## config.mk

```make
export PLATFORM = sky130hd
export DESIGN_NAME = wheel_touch_position
export DESIGN_NICKNAME = d
export VERILOG_FILES = /design/src/verilog/wheel_touch_pkg.sv /design/src/verilog/wheel_divider.sv /design/src/verilog/wheel_touch_position.sv
export SDC_FILE = /design/constraint.sdc
export NUM_CORES = 2
export LEC_CHECK = 0
export BUFFER_PORTS_ARGS = -buffer_cell sky130_fd_sc_hd__buf_2
export CAP_MARGIN = 40
export CELL_PAD_IN_SITES_DETAIL_PLACEMENT = 1
export CELL_PAD_IN_SITES_GLOBAL_PLACEMENT = 1
export CORE_MARGIN = 2
export CORE_UTILIZATION = 49
export CTS_BUF_LIST = sky130_fd_sc_hd__clkbuf_4 sky130_fd_sc_hd__clkbuf_8 sky130_fd_sc_hd__clkbuf_16
export CTS_CLUSTER_SIZE = 12
export DETAILED_ROUTE_END_ITERATION = 6
export PLACE_DENSITY = 0.86
export SYNTH_ARGS = -nofsm -noshare
export SYNTH_HDL_FRONTEND = slang
export SYNTH_SLANG_ARGS = --single-unit
```

## constraint.sdc

```tcl
create_clock -name ref_clk_i -period 20.7 [get_ports ref_clk_i]
set_clock_uncertainty 0.05 [all_clocks]
set_input_delay 4.14 -clock ref_clk_i [delete_from_list [all_inputs] [get_ports ref_clk_i]]
set_output_delay 4.14 -clock ref_clk_i [all_outputs]
set_load 0.005 [all_outputs]
```

## src/verilog/wheel_touch_pkg.sv

```systemverilog
// Constants, register map and carrier types for the wheel touch position block.
//
// Functional notes
// - Release debounce bits 3:2 select 1-4 samples.
// - Touch debounce bits 1:0 select 1-4 samples.
// - Hold timeout counts seconds, zero disables.
// - Timeout forces release until real finger release.
// - Touch margin equals code times four.
// - Scale is high byte then low byte.
// - Ticks at or above average limit hold averaging.
// - Three sensors at average limit request compensation.
// - Negative limit magnitude equals code times four.
// - Negative sample count reaching maximum requests compensation.
// - Fast position change flags clockwise or counter-clockwise.
// - Angle shift adds code/256 turn clockwise.
// - Weight sums excess ticks above sensor limits.
// - Zero weight means wheel released.
// - Weight above margin starts touch debounce.
// - Without release debounce, first zero weight releases.
// - Angle is scale/32 times weighted centre.
// - Angle is split into high and low bytes.
// - Angle ranges zero to scale/32 times sensors.
package wheel_touch_pkg;

   localparam int unsigned SENSORS = 6;

   localparam logic [7:0] ADDR_DEBOUNCE_CONFIG   = 8'h27;
   localparam logic [7:0] ADDR_HOLD_TIMEOUT      = 8'h28;
   localparam logic [7:0] ADDR_TOUCH_MARGIN      = 8'h29;
   localparam logic [7:0] ADDR_SCALE_HIGH        = 8'h2B;
   localparam logic [7:0] ADDR_SCALE_LOW         = 8'h2C;
   localparam logic [7:0] ADDR_AVERAGE_LIMIT     = 8'h2D;
   localparam logic [7:0] ADDR_NEGATIVE_LIMIT    = 8'h2E;
   localparam logic [7:0] ADDR_NEGATIVE_COUNT    = 8'h2F;
   localparam logic [7:0] ADDR_ROTATION_LIMIT    = 8'h30;
   localparam logic [7:0] ADDR_ANGLE_SHIFT       = 8'h31;

   localparam logic [7:0] RST_DEBOUNCE_CONFIG    = 8'h00;
   localparam logic [7:0] RST_HOLD_TIMEOUT       = 8'h00;
   localparam logic [7:0] RST_TOUCH_MARGIN       = 8'h03;
   localparam logic [7:0] RST_SCALE_HIGH         = 8'h01;
   localparam logic [7:0] RST_SCALE_LOW          = 8'h40;
   localparam logic [7:0] RST_AVERAGE_LIMIT      = 8'h50;
   localparam logic [7:0] RST_NEGATIVE_LIMIT     = 8'h50;
   localparam logic [7:0] RST_NEGATIVE_COUNT     = 8'h01;
   localparam logic [7:0] RST_ROTATION_LIMIT     = 8'h02;
   localparam logic [7:0] RST_ANGLE_SHIFT        = 8'h00;

   localparam int unsigned TOUCH_DEB_LSB   = 0;
   localparam int unsigned RELEASE_DEB_LSB = 2;
   localparam int unsigned LIMIT_SHIFT     = 2;
   localparam int unsigned SCALE_DIV_SHIFT = 5;
   localparam int unsigned TURN_SHIFT      = 8;
   localparam int unsigned PERCENT_FULL    = 100;
   localparam int unsigned AVG_COMP_COUNT  = 3;

   localparam int unsigned CLK_PERIOD_NS = 20;
   localparam int unsigned SECOND_NS     = 1000000000;
   localparam int unsigned SECOND_CYCLES = SECOND_NS / CLK_PERIOD_NS;

   typedef struct packed {
      logic signed [15:0] diff;
      logic        [15:0] limit;
   } sensor_sample_t;

   typedef struct packed {
      logic       wr;
      logic       rd;
      logic [7:0] addr;
      logic [7:0] wdata;
   } reg_req_t;

   typedef enum logic [1:0] {
      ST_RELEASED = 2'b00,
      ST_TOUCHED  = 2'b01,
      ST_HELD     = 2'b11
   } wheel_state_t;

endpackage

```

## src/verilog/wheel_divider.sv

```systemverilog
// Sequential restoring divider for the centre-of-gravity angle.
module wheel_divider
(
   input  wire logic        ref_clk_i,
   input  wire logic        srst_i,
   input  wire logic        start_i,
   input  wire logic [39:0] dividend_i,
   input  wire logic [23:0] divisor_i,
   output logic             done_o,
   output logic [15:0]      quotient_o
);

   logic [39:0] quo_q;
   logic [24:0] rem_q;
   logic [5:0]  cnt_q;
   logic [23:0] den_q;
   logic        busy_q;
   logic [24:0] trial;

   assign trial = {rem_q[23:0], quo_q[39]} - {1'b0, den_q};

   always_ff @(posedge ref_clk_i)
   begin
      if (srst_i)
      begin
         quo_q  <= 40'h00_0000_0000;
         rem_q  <= 25'h000_0000;
         cnt_q  <= 6'h00;
         den_q  <= 24'h00_0000;
         busy_q <= 1'b0;
         done_o <= 1'b0;
      end
      else
      begin
         done_o <= 1'b0;
         if (start_i && !busy_q)
         begin
            quo_q  <= dividend_i;
            rem_q  <= 25'h000_0000;
            den_q  <= divisor_i;
            cnt_q  <= 6'h28;
            busy_q <= 1'b1;
         end
         else if (busy_q)
         begin
            if (!trial[24])
            begin
               rem_q <= trial;
               quo_q <= {quo_q[38:0], 1'b1};
            end
            else
            begin
               rem_q <= {rem_q[23:0], quo_q[39]};
               quo_q <= {quo_q[38:0], 1'b0};
            end
            cnt_q <= cnt_q - 6'h01;
            if (cnt_q == 6'h01)
            begin
               busy_q <= 1'b0;
               done_o <= 1'b1;
            end
         end
      end
   end

   assign quotient_o = (|quo_q[39:16]) ? 16'hFFFF : quo_q[15:0];

endmodule

```

## src/verilog/wheel_touch_position.sv

```systemverilog
// Wheel pressure, touch decision, centre-of-gravity angle and rotation detection.
module wheel_touch_position #(
   parameter int unsigned SECOND_CYCLES = wheel_touch_pkg::SECOND_CYCLES
)
(
   input  wire logic                           ref_clk_i,
   input  wire logic                           srst_i,
   input  wire logic                           scan_tick_i,
   input  wire wheel_touch_pkg::sensor_sample_t [5:0] sample_i,
   input  wire wheel_touch_pkg::reg_req_t      reg_req_i,
   output logic [7:0]                          reg_rdata_o,
   output logic [15:0]                         wheel_finger_weight_o,
   output logic [7:0]                          wheel_angle_high_o,
   output logic [7:0]                          wheel_angle_low_o,
   output logic                                wheel_touched_o,
   output logic                                rotate_cw_o,
   output logic                                rotate_ccw_o,
   output logic                                average_hold_o,
   output logic                                comp_request_o
);

   logic [7:0]   cfg_q, hold_to_q, margin_q, scale_hi_q, scale_lo_q;
   logic [7:0]   avg_lim_q, neg_lim_q, neg_max_q, rot_lim_q, shift_q;
   logic [16:0]  excess [6];
   logic [5:0]   over_avg, under_neg;
   logic [19:0]  pressure_c;
   logic [22:0]  weighted_c;
   logic [2:0]   avg_cnt_c;
   logic [15:0]  scale_c;
   logic [15:0]  ceiling_c;
   logic [15:0]  weight_q;
   wheel_touch_pkg::wheel_state_t state_q;
   logic [1:0]   touch_cnt_q, rel_cnt_q;
   logic [25:0]  sec_cnt_q;
   logic         sec_tick;
   logic [7:0]   hold_sec_q;
   logic [7:0]   neg_cnt_q;
   logic         div_start_q, div_done;
   logic [15:0]  div_quo;
   logic [15:0]  angle_q, prev_angle_q;
   logic         prev_valid_q;
   logic [16:0]  angle_sum;
   logic [15:0]  angle_new;
   logic signed [17:0] delta;
   logic [16:0]  delta_abs;
   logic         press_zero, press_over;

   // Register port: byte writes and registered byte reads.
   always_ff @(posedge ref_clk_i)
   begin
      if (srst_i)
      begin
         cfg_q      <= wheel_touch_pkg::RST_DEBOUNCE_CONFIG;
         hold_to_q  <= wheel_touch_pkg::RST_HOLD_TIMEOUT;
         margin_q   <= wheel_touch_pkg::RST_TOUCH_MARGIN;
         scale_hi_q <= wheel_touch_pkg::RST_SCALE_HIGH;
         scale_lo_q <= wheel_touch_pkg::RST_SCALE_LOW;
         avg_lim_q  <= wheel_touch_pkg::RST_AVERAGE_LIMIT;
         neg_lim_q  <= wheel_touch_pkg::RST_NEGATIVE_LIMIT;
         neg_max_q  <= wheel_touch_pkg::RST_NEGATIVE_COUNT;
         rot_lim_q  <= wheel_touch_pkg::RST_ROTATION_LIMIT;
         shift_q    <= wheel_touch_pkg::RST_ANGLE_SHIFT;
      end
      else if (reg_req_i.wr)
      begin
         unique case (reg_req_i.addr)
            wheel_touch_pkg::ADDR_DEBOUNCE_CONFIG: cfg_q <= {4'h0, reg_req_i.wdata[3:0]};
            wheel_touch_pkg::ADDR_HOLD_TIMEOUT:    hold_to_q  <= reg_req_i.wdata;
            wheel_touch_pkg::ADDR_TOUCH_MARGIN:    margin_q   <= reg_req_i.wdata;
            wheel_touch_pkg::ADDR_SCALE_HIGH:      scale_hi_q <= reg_req_i.wdata;
            wheel_touch_pkg::ADDR_SCALE_LOW:       scale_lo_q <= reg_req_i.wdata;
            wheel_touch_pkg::ADDR_AVERAGE_LIMIT:   avg_lim_q  <= reg_req_i.wdata;
            wheel_touch_pkg::ADDR_NEGATIVE_LIMIT:  neg_lim_q  <= reg_req_i.wdata;
            wheel_touch_pkg::ADDR_NEGATIVE_COUNT:  neg_max_q  <= reg_req_i.wdata;
            wheel_touch_pkg::ADDR_ROTATION_LIMIT:  rot_lim_q  <= reg_req_i.wdata;
            wheel_touch_pkg::ADDR_ANGLE_SHIFT:     shift_q    <= reg_req_i.wdata;
            default: ;
         endcase
      end
   end

   always_ff @(posedge ref_clk_i)
   begin
      if (srst_i)
         reg_rdata_o <= 8'h00;
      else if (reg_req_i.rd)
      begin
         unique case (reg_req_i.addr)
            wheel_touch_pkg::ADDR_DEBOUNCE_CONFIG: reg_rdata_o <= cfg_q;
            wheel_touch_pkg::ADDR_HOLD_TIMEOUT:    reg_rdata_o <= hold_to_q;
            wheel_touch_pkg::ADDR_TOUCH_MARGIN:    reg_rdata_o <= margin_q;
            wheel_touch_pkg::ADDR_SCALE_HIGH:      reg_rdata_o <= scale_hi_q;
            wheel_touch_pkg::ADDR_SCALE_LOW:       reg_rdata_o <= scale_lo_q;
            wheel_touch_pkg::ADDR_AVERAGE_LIMIT:   reg_rdata_o <= avg_lim_q;
            wheel_touch_pkg::ADDR_NEGATIVE_LIMIT:  reg_rdata_o <= neg_lim_q;
            wheel_touch_pkg::ADDR_NEGATIVE_COUNT:  reg_rdata_o <= neg_max_q;
            wheel_touch_pkg::ADDR_ROTATION_LIMIT:  reg_rdata_o <= rot_lim_q;
            wheel_touch_pkg::ADDR_ANGLE_SHIFT:     reg_rdata_o <= shift_q;
            default:                               reg_rdata_o <= 8'h00;
         endcase
      end
   end

   assign scale_c = {scale_hi_q, scale_lo_q};

   // Per-sensor excess over its limit and the limit comparisons.
   for (genvar i = 0; i < 6; i++)
   begin : g_sensor
      logic signed [17:0] d_ext, l_ext, a_lim, n_lim;
      assign d_ext = 18'(sample_i[i].diff);
      assign l_ext = {2'b00, sample_i[i].limit};
      assign a_lim = {8'h00, avg_lim_q, 2'b00};
      assign n_lim = -{8'h00, neg_lim_q, 2'b00};
      assign excess[i] = (d_ext > l_ext) ? 17'(d_ext - l_ext) : 17'h0_0000;
      assign over_avg[i]  = (d_ext >= a_lim);
      assign under_neg[i] = (d_ext < n_lim);
   end

   always_comb
   begin
      pressure_c = 20'h0_0000;
      weighted_c = 23'h00_0000;
      avg_cnt_c  = 3'h0;
      for (int k = 0; k < 6; k++)
      begin
         pressure_c = pressure_c + 20'(excess[k]);
         weighted_c = weighted_c + 23'(excess[k]) * 23'(k);
         avg_cnt_c  = avg_cnt_c + 3'(over_avg[k]);
      end
   end

   assign ceiling_c  = 16'((32'(scale_c) * 32'(6)) >> wheel_touch_pkg::SCALE_DIV_SHIFT);
   assign press_zero = (pressure_c == 20'h0_0000);
   assign press_over = (pressure_c > {10'h000, margin_q, 2'b00});

   always_ff @(posedge ref_clk_i)
   begin
      if (srst_i)
         weight_q <= 16'h0000;
      else if (scan_tick_i)
         weight_q <= (|pressure_c[19:16]) ? 16'hFFFF : pressure_c[15:0];
   end

   // One-second enable for the hold timeout, restarted at each touch so the first second is whole.
   always_ff @(posedge ref_clk_i)
   begin
      if (srst_i || sec_tick || state_q != wheel_touch_pkg::ST_TOUCHED)
         sec_cnt_q <= 26'h000_0000;
      else
         sec_cnt_q <= sec_cnt_q + 26'h000_0001;
   end
   assign sec_tick = (sec_cnt_q == 26'(SECOND_CYCLES - 1));

   // Touch decision with debounce and hold timeout.
   always_ff @(posedge ref_clk_i)
   begin
      if (srst_i)
      begin
         state_q     <= wheel_touch_pkg::ST_RELEASED;
         touch_cnt_q <= 2'h0;
         rel_cnt_q   <= 2'h0;
         hold_sec_q  <= 8'h00;
      end
      else
      begin
         if (state_q == wheel_touch_pkg::ST_TOUCHED && sec_tick)
            hold_sec_q <= hold_sec_q + 8'h01;
         unique case (state_q)
            wheel_touch_pkg::ST_RELEASED:
            begin
               hold_sec_q <= 8'h00;
               if (scan_tick_i)
               begin
                  if (!press_over)
                     touch_cnt_q <= 2'h0;
                  else if (touch_cnt_q == cfg_q[1:0])
                  begin
                     touch_cnt_q <= 2'h0;
                     rel_cnt_q   <= 2'h0;
                     state_q     <= wheel_touch_pkg::ST_TOUCHED;
                  end
                  else
                     touch_cnt_q <= touch_cnt_q + 2'h1;
               end
            end
            wheel_touch_pkg::ST_TOUCHED:
            begin
               if (sec_tick && hold_to_q != 8'h00 && hold_sec_q + 8'h01 >= hold_to_q)
                  state_q <= wheel_touch_pkg::ST_HELD;
               else if (scan_tick_i)
               begin
                  if (!press_zero)
                     rel_cnt_q <= 2'h0;
                  else if (rel_cnt_q == cfg_q[3:2])
                  begin
                     rel_cnt_q <= 2'h0;
                     state_q   <= wheel_touch_pkg::ST_RELEASED;
                  end
                  else
                     rel_cnt_q <= rel_cnt_q + 2'h1;
               end
            end
            wheel_touch_pkg::ST_HELD:
            begin
               if (scan_tick_i && press_zero)
                  state_q <= wheel_touch_pkg::ST_RELEASED;
            end
            default: state_q <= wheel_touch_pkg::ST_RELEASED;
         endcase
      end
   end

   assign wheel_touched_o = (state_q == wheel_touch_pkg::ST_TOUCHED);

   // Averaging hold and offset compensation requests.
   always_ff @(posedge ref_clk_i)
   begin
      if (srst_i)
      begin
         average_hold_o <= 1'b0;
         comp_request_o <= 1'b0;
         neg_cnt_q      <= 8'h00;
      end
      else
      begin
         comp_request_o <= 1'b0;
         if (scan_tick_i)
         begin
            average_hold_o <= |over_avg;
            if (avg_cnt_c >= 3'(wheel_touch_pkg::AVG_COMP_COUNT))
               comp_request_o <= 1'b1;
            if (!(|under_neg))
               neg_cnt_q <= 8'h00;
            else if (neg_cnt_q + 8'h01 >= neg_max_q)
            begin
               neg_cnt_q      <= 8'h00;
               comp_request_o <= 1'b1;
            end
            else
               neg_cnt_q <= neg_cnt_q + 8'h01;
         end
      end
   end

   // Centre of gravity: scale times weighted sum over 32 times pressure.
   always_ff @(posedge ref_clk_i)
   begin
      if (srst_i)
         div_start_q <= 1'b0;
      else
         div_start_q <= scan_tick_i && !press_zero;
   end

   logic [39:0] dividend_q;
   logic [23:0] divisor_q;
   always_ff @(posedge ref_clk_i)
   begin
      if (srst_i)
      begin
         dividend_q <= 40'h00_0000_0000;
         divisor_q  <= 24'h00_0000;
      end
      else if (scan_tick_i)
      begin
         dividend_q <= 40'(weighted_c) * 40'(scale_c);
         divisor_q  <= {pressure_c[18:0], 5'h00};
      end
   end

   wheel_divider u_divider (
      .ref_clk_i  (ref_clk_i),
      .srst_i     (srst_i),
      .start_i    (div_start_q),
      .dividend_i (dividend_q),
      .divisor_i  (divisor_q),
      .done_o     (div_done),
      .quotient_o (div_quo)
   );

   assign angle_sum = 17'(div_quo) +
                      17'((32'(ceiling_c) * 32'(shift_q)) >> wheel_touch_pkg::TURN_SHIFT);
   assign angle_new = (angle_sum >= 17'(ceiling_c)) ? 16'(angle_sum - 17'(ceiling_c))
                                                    : angle_sum[15:0];

   always_comb
   begin
      delta = 18'(angle_new) - 18'(prev_angle_q);
      if (delta > $signed(18'(ceiling_c >> 1)))
         delta = delta - 18'(ceiling_c);
      else if (delta < -$signed(18'(ceiling_c >> 1)))
         delta = delta + 18'(ceiling_c);
      delta_abs = delta[17] ? 17'(-delta) : 17'(delta);
   end

   always_ff @(posedge ref_clk_i)
   begin
      if (srst_i)
      begin
         angle_q      <= 16'h0000;
         prev_angle_q <= 16'h0000;
         prev_valid_q <= 1'b0;
         rotate_cw_o  <= 1'b0;
         rotate_ccw_o <= 1'b0;
      end
      else if (!wheel_touched_o)
      begin
         prev_valid_q <= 1'b0;
         rotate_cw_o  <= 1'b0;
         rotate_ccw_o <= 1'b0;
      end
      else if (div_done)
      begin
         angle_q      <= angle_new;
         prev_angle_q <= angle_new;
         prev_valid_q <= 1'b1;
         rotate_cw_o  <= prev_valid_q && !delta[17] && (32'(delta_abs) * 32'(100) >
                         32'(ceiling_c) * 32'(rot_lim_q));
         rotate_ccw_o <= prev_valid_q && delta[17] && (32'(delta_abs) * 32'(100) >
                         32'(ceiling_c) * 32'(rot_lim_q));
      end
   end

   assign wheel_angle_high_o    = angle_q[15:8];
   assign wheel_angle_low_o     = angle_q[7:0];
   assign wheel_finger_weight_o = weight_q;

   AST_RELEASE_ZERO: assert property (@(posedge ref_clk_i) disable iff (srst_i)
      (scan_tick_i && press_zero && cfg_q[3:2] == 2'h0 &&
       state_q == wheel_touch_pkg::ST_TOUCHED && !sec_tick)
      |=> state_q == wheel_touch_pkg::ST_RELEASED)
      else $error("Release not taken on first zero weight.");

   AST_NO_TOUCH_BELOW_MARGIN: assert property (@(posedge ref_clk_i) disable iff (srst_i)
      (state_q == wheel_touch_pkg::ST_RELEASED && scan_tick_i && !press_over)
      |=> state_q == wheel_touch_pkg::ST_RELEASED)
      else $error("Touch declared with weight at or below margin.");

   AST_TOUCH_IMMEDIATE: assert property (@(posedge ref_clk_i) disable iff (srst_i)
      (state_q == wheel_touch_pkg::ST_RELEASED && scan_tick_i && press_over &&
       cfg_q[1:0] == 2'h0) |=> wheel_touched_o)
      else $error("Touch without debounce not immediate.");

   AST_RELEASE_DEBOUNCED: assert property (@(posedge ref_clk_i) disable iff (srst_i)
      (state_q == wheel_touch_pkg::ST_TOUCHED && scan_tick_i && rel_cnt_q == 2'h0 &&
       cfg_q[3:2] != 2'h0 && !sec_tick) |=> state_q == wheel_touch_pkg::ST_TOUCHED)
      else $error("Release taken before debounce count.");

   AST_HOLD_TIMEOUT: assert property (@(posedge ref_clk_i) disable iff (srst_i)
      (state_q == wheel_touch_pkg::ST_TOUCHED && sec_tick && hold_to_q != 8'h00 &&
       hold_sec_q + 8'h01 == hold_to_q) |=> !wheel_touched_o [*2])
      else $error("Hold timeout did not force release.");

   AST_HELD_UNTIL_ZERO: assert property (@(posedge ref_clk_i) disable iff (srst_i)
      (state_q == wheel_touch_pkg::ST_HELD && !(scan_tick_i && press_zero))
      |=> state_q == wheel_touch_pkg::ST_HELD)
      else $error("Held state left without real release.");

   AST_AVG_COMP: assert property (@(posedge ref_clk_i) disable iff (srst_i)
      (scan_tick_i && avg_cnt_c >= 3'h3) |=> comp_request_o)
      else $error("Compensation not requested for three sensors.");

   AST_WEIGHT: assert property (@(posedge ref_clk_i) disable iff (srst_i)
      (scan_tick_i && pressure_c[19:16] == 4'h0) |=> weight_q == $past(pressure_c[15:0]))
      else $error("Finger weight not captured.");

   AST_ANGLE_FROZEN: assert property (@(posedge ref_clk_i) disable iff (srst_i)
      !wheel_touched_o |=> $stable(angle_q))
      else $error("Angle changed while released.");

   AST_ANGLE_RANGE: assert property (@(posedge ref_clk_i) disable iff (srst_i)
      (div_done && wheel_touched_o && div_quo < ceiling_c) |=> angle_q < ceiling_c)
      else $error("Angle beyond ceiling.");

endmodule

```

==> flow_summary.ini <==
[job]
drv_cap = 0

[worst_setup_path]
path_max_fanout = 19
cpMostUsedCell = ha_1
reg2reg_to = rotate_cw_o
reg2reg_depth = 79
r2r_start = scale_lo_q[5]
cp-start-kind = flop
timing.reg2reg.setup_slack_ns = 0.50
cp.required_ns = 21.16
max_stage_delay_ns = 0.54
cp-end-kind = flop
crit_arrival_ns = 20.66
slowest_stage = fa_1
crit_type = reg2reg

[synth]
synth_fp_nets = 8067
synth_mux_area_share_pct = 3.27
synth_async_sr_flop_share_pct = 0
ys_warn_count = 0
synth_flop_cell = dfxtp_1
yosysSeqAreaShare_pct = 11.9
netlist_area_sq_um = 53600
synth_compound_area_share_pct = 13.0
synthCells = 6518
synth_edf_count = 0
yosysUniqueCellTypes = 93
synthAdderAreaFrac_pct = 39.5
synth.avg_cell_area_sq_um = 8.23
synth_top_family_by_area = adder cells
ys_seq_elements = 318
synth-simple-area-share_pct = 18.5
synthXorXnorAreaFrac_pct = 5.21

[routing]
wirelength_microns = 196000
drc_errors = 0
drtPass1Iterations = 5
ant_nets = 0
vias = 49000
drt_iter0_markers = 3160
dr.max_layer_used = met5
post_drt_wl_per_cell_microns = 24.0
wl_met3_microns = 10900
wl_met1_microns = 72000
via_per_inst = 6.01
dr_wl_met2_microns = 97400

[finish]
layout_commonest_cell = inv_1
fin_nets = 8258
fin_util_pct = 53.8
final_layout_size_suffix_gt1_share_pct = 8.34
syn2layout_area_growth_pct = 9.15
layout_common_cells = inv_1, ha_1, nand2_1
fin_cells = 8160

[grt]
grt_usage_pct = 34.7
grt_max_degree = 86
grt_pass1_wl_microns = 304000
grt.overflow.total = 0
grt_pass1_vias = 54500
antenna_found_initial = 7

[timing]
hold_viol = 0
relSlewSlack_pct = 29.5
setup_violations = 0
worst_pin_slew_ns = 1.05
fin_ws_ns = 0.504
finalMaxSlewViolations = 0
fmax_mhz = 49.5
fin_tns_setup_ns = 0
fin_crit_ns = 20.20
finalCritPeriodShare_pct = 97.6

[clock_tree]
root_buffer = clkbuf_16
cts_buffers = 41
cts.sinks = 318
cts_tree = built
cts_buffer_depth = 3
cts-htree-levels = 2
clock_latency_ns = 0.63
postCtsHoldBufs = 0
clkTransAtPathRegs_ns = 0.07

[die]
dieWidth_microns = 335
start_util_pct = 49.3
dieArea_sq_um = 112000
die_y_microns = 335
core-area_sq_um = 109000
row_count = 121
io_pins = 258

[worst_hold_path]
hp-class = reg2reg
hold-path-endpoint = u_divider.den_q[15]
holdPathStages = 2
hp-start = divisor_q[15]

[placement]
port_buffers = 257
dpl_worst_slack_ns = -0.142
dp_hpwl_microns = 157000
numPlacedInstances = 8072
place.gp.congestion = 0.973

[status]
status = complete, no violations
-- per-layer routing --
layer | global-route usage [%] | vias to the layer above
li1 | - | 21800
met1 | 38.0 | 24600
met2 | 62.0 | 1777
met3 | 5.20 | 796
met4 | 23.3 | 6
met5 | 0 | -
-- metrics by stage --
stage / instance area (sq um) / hold WS (ns)
floorplan: 53600 / 0.375
global placement: 56600 / 0.390
detailed placement: 56700 / 0.400
CTS: 58200 / 0.410
global route: 58500 / 0.436
finish: 58500 / 0.407
-- how the worst max path moves through the flow --
stage	start	endpoint	slack, ns	depth (start not counted)
after floorplan	scale_lo_q[6]	rotate_ccw_o	1.95	81
after global placement	scale_lo_q[1]	rotate_ccw_o	0.85	91
after detailed placement	scale_lo_q[1]	rotate_ccw_o	-0.14	90
after global routing	scale_lo_q[5]	rotate_cw_o	-0.50	81
after CTS	scale_lo_q[2]	rotate_ccw_o	0.02	90
final	scale_lo_q[5]	rotate_cw_o	0.50	79
-- cells by family after synthesis --
logic type               count (synthesis)
XOR/XNOR                               318
AO/OA/AOI/OAI                         1092
adder cells (fa/ha/maj)               1336
flip-flops                             318
buffers and inverters                 1225
multiplexers                           163
AND/OR/NAND/NOR                       2066
-- flip-flops by register name, summed over array words and instances, names as in the netlist, 16 cells and up --
name,cells
dividend_q,38
divisor_q,19
prev_angle_q,16
sec_cnt_q,26
u_divider.quo_q,40
u_divider.den_q,19
wheel_finger_weight_o,16
u_divider.rem_q,24
-- Yosys cell counts (all sizes together), types with 17 or more instances --
cell type / n / area share (%)
o211ai: 17 / 0.25
a21boi: 43 / 0.60
xor2: 105 / 1.7
dfxtp: 318 / 12
nand2: 686 / 4.8
o21a: 93 / 1.3
clkbuf: 204 / 1.4
o21bai: 58 / 0.81
a31oi: 25 / 0.29
nand3b: 25 / 0.35
nand4: 62 / 0.74
nor2b: 77 / 0.90
mux2i: 136 / 2.5
and3: 48 / 0.56
or2: 18 / 0.21
and2: 267 / 3.1
or3: 46 / 0.54
mux2: 19 / 0.40
nor3: 84 / 0.78
inv: 1000 / 7.0
nor2: 477 / 3.3
a21oi: 392 / 3.7
nand3: 125 / 1.2
nand2b: 59 / 0.69
o21ai: 201 / 1.9
a22oi: 17 / 0.24
fa: 597 / 22
ha: 739 / 17
xnor2: 213 / 3.5
buf: 20 / 0.15
a21o: 58 / 0.81
a211oi: 36 / 0.50
nor4: 39 / 0.48
-- final cells by class --
type | count | area (sq um)
clock buffer | 57 | 1190
timing repair buffer | 372 | 2230
clock inverter | 17 | 221
inverter | 1001 | 3760
fill | 13200 | 50200
tap | 1414 | 1770
sequential | 318 | 6370
antenna | 6 | 15.0
multi-input combinational | 4975 | 43000
-- critical path: cells and delay by family (launching register included) --
| family | cells | cell delay, ns |
|---|---|---|
| AOI/OAI and AO/OA | 35 | 8.41 |
| adders and majority gates | 15 | 5.60 |
| DFF | 1 | 0.33 |
| buffers and inverters | 5 | 0.79 |
| xor gates and xnor gates | 5 | 0.99 |
| muxes | 1 | 0.39 |
| and+or+nand+nor | 18 | 3.50 |
-- what timing repair did --
action                     in CTS  in global routing
pin swaps                       0                  4
buffers inserted                0                  6
resized for setup               4                 56
setup endpoints to repair       2                  4
cloned                          0                  0
Power is left out: the tool's default activity adds up to more than one toggle a clock period on the data nets, which glitch-free logic cannot reach.
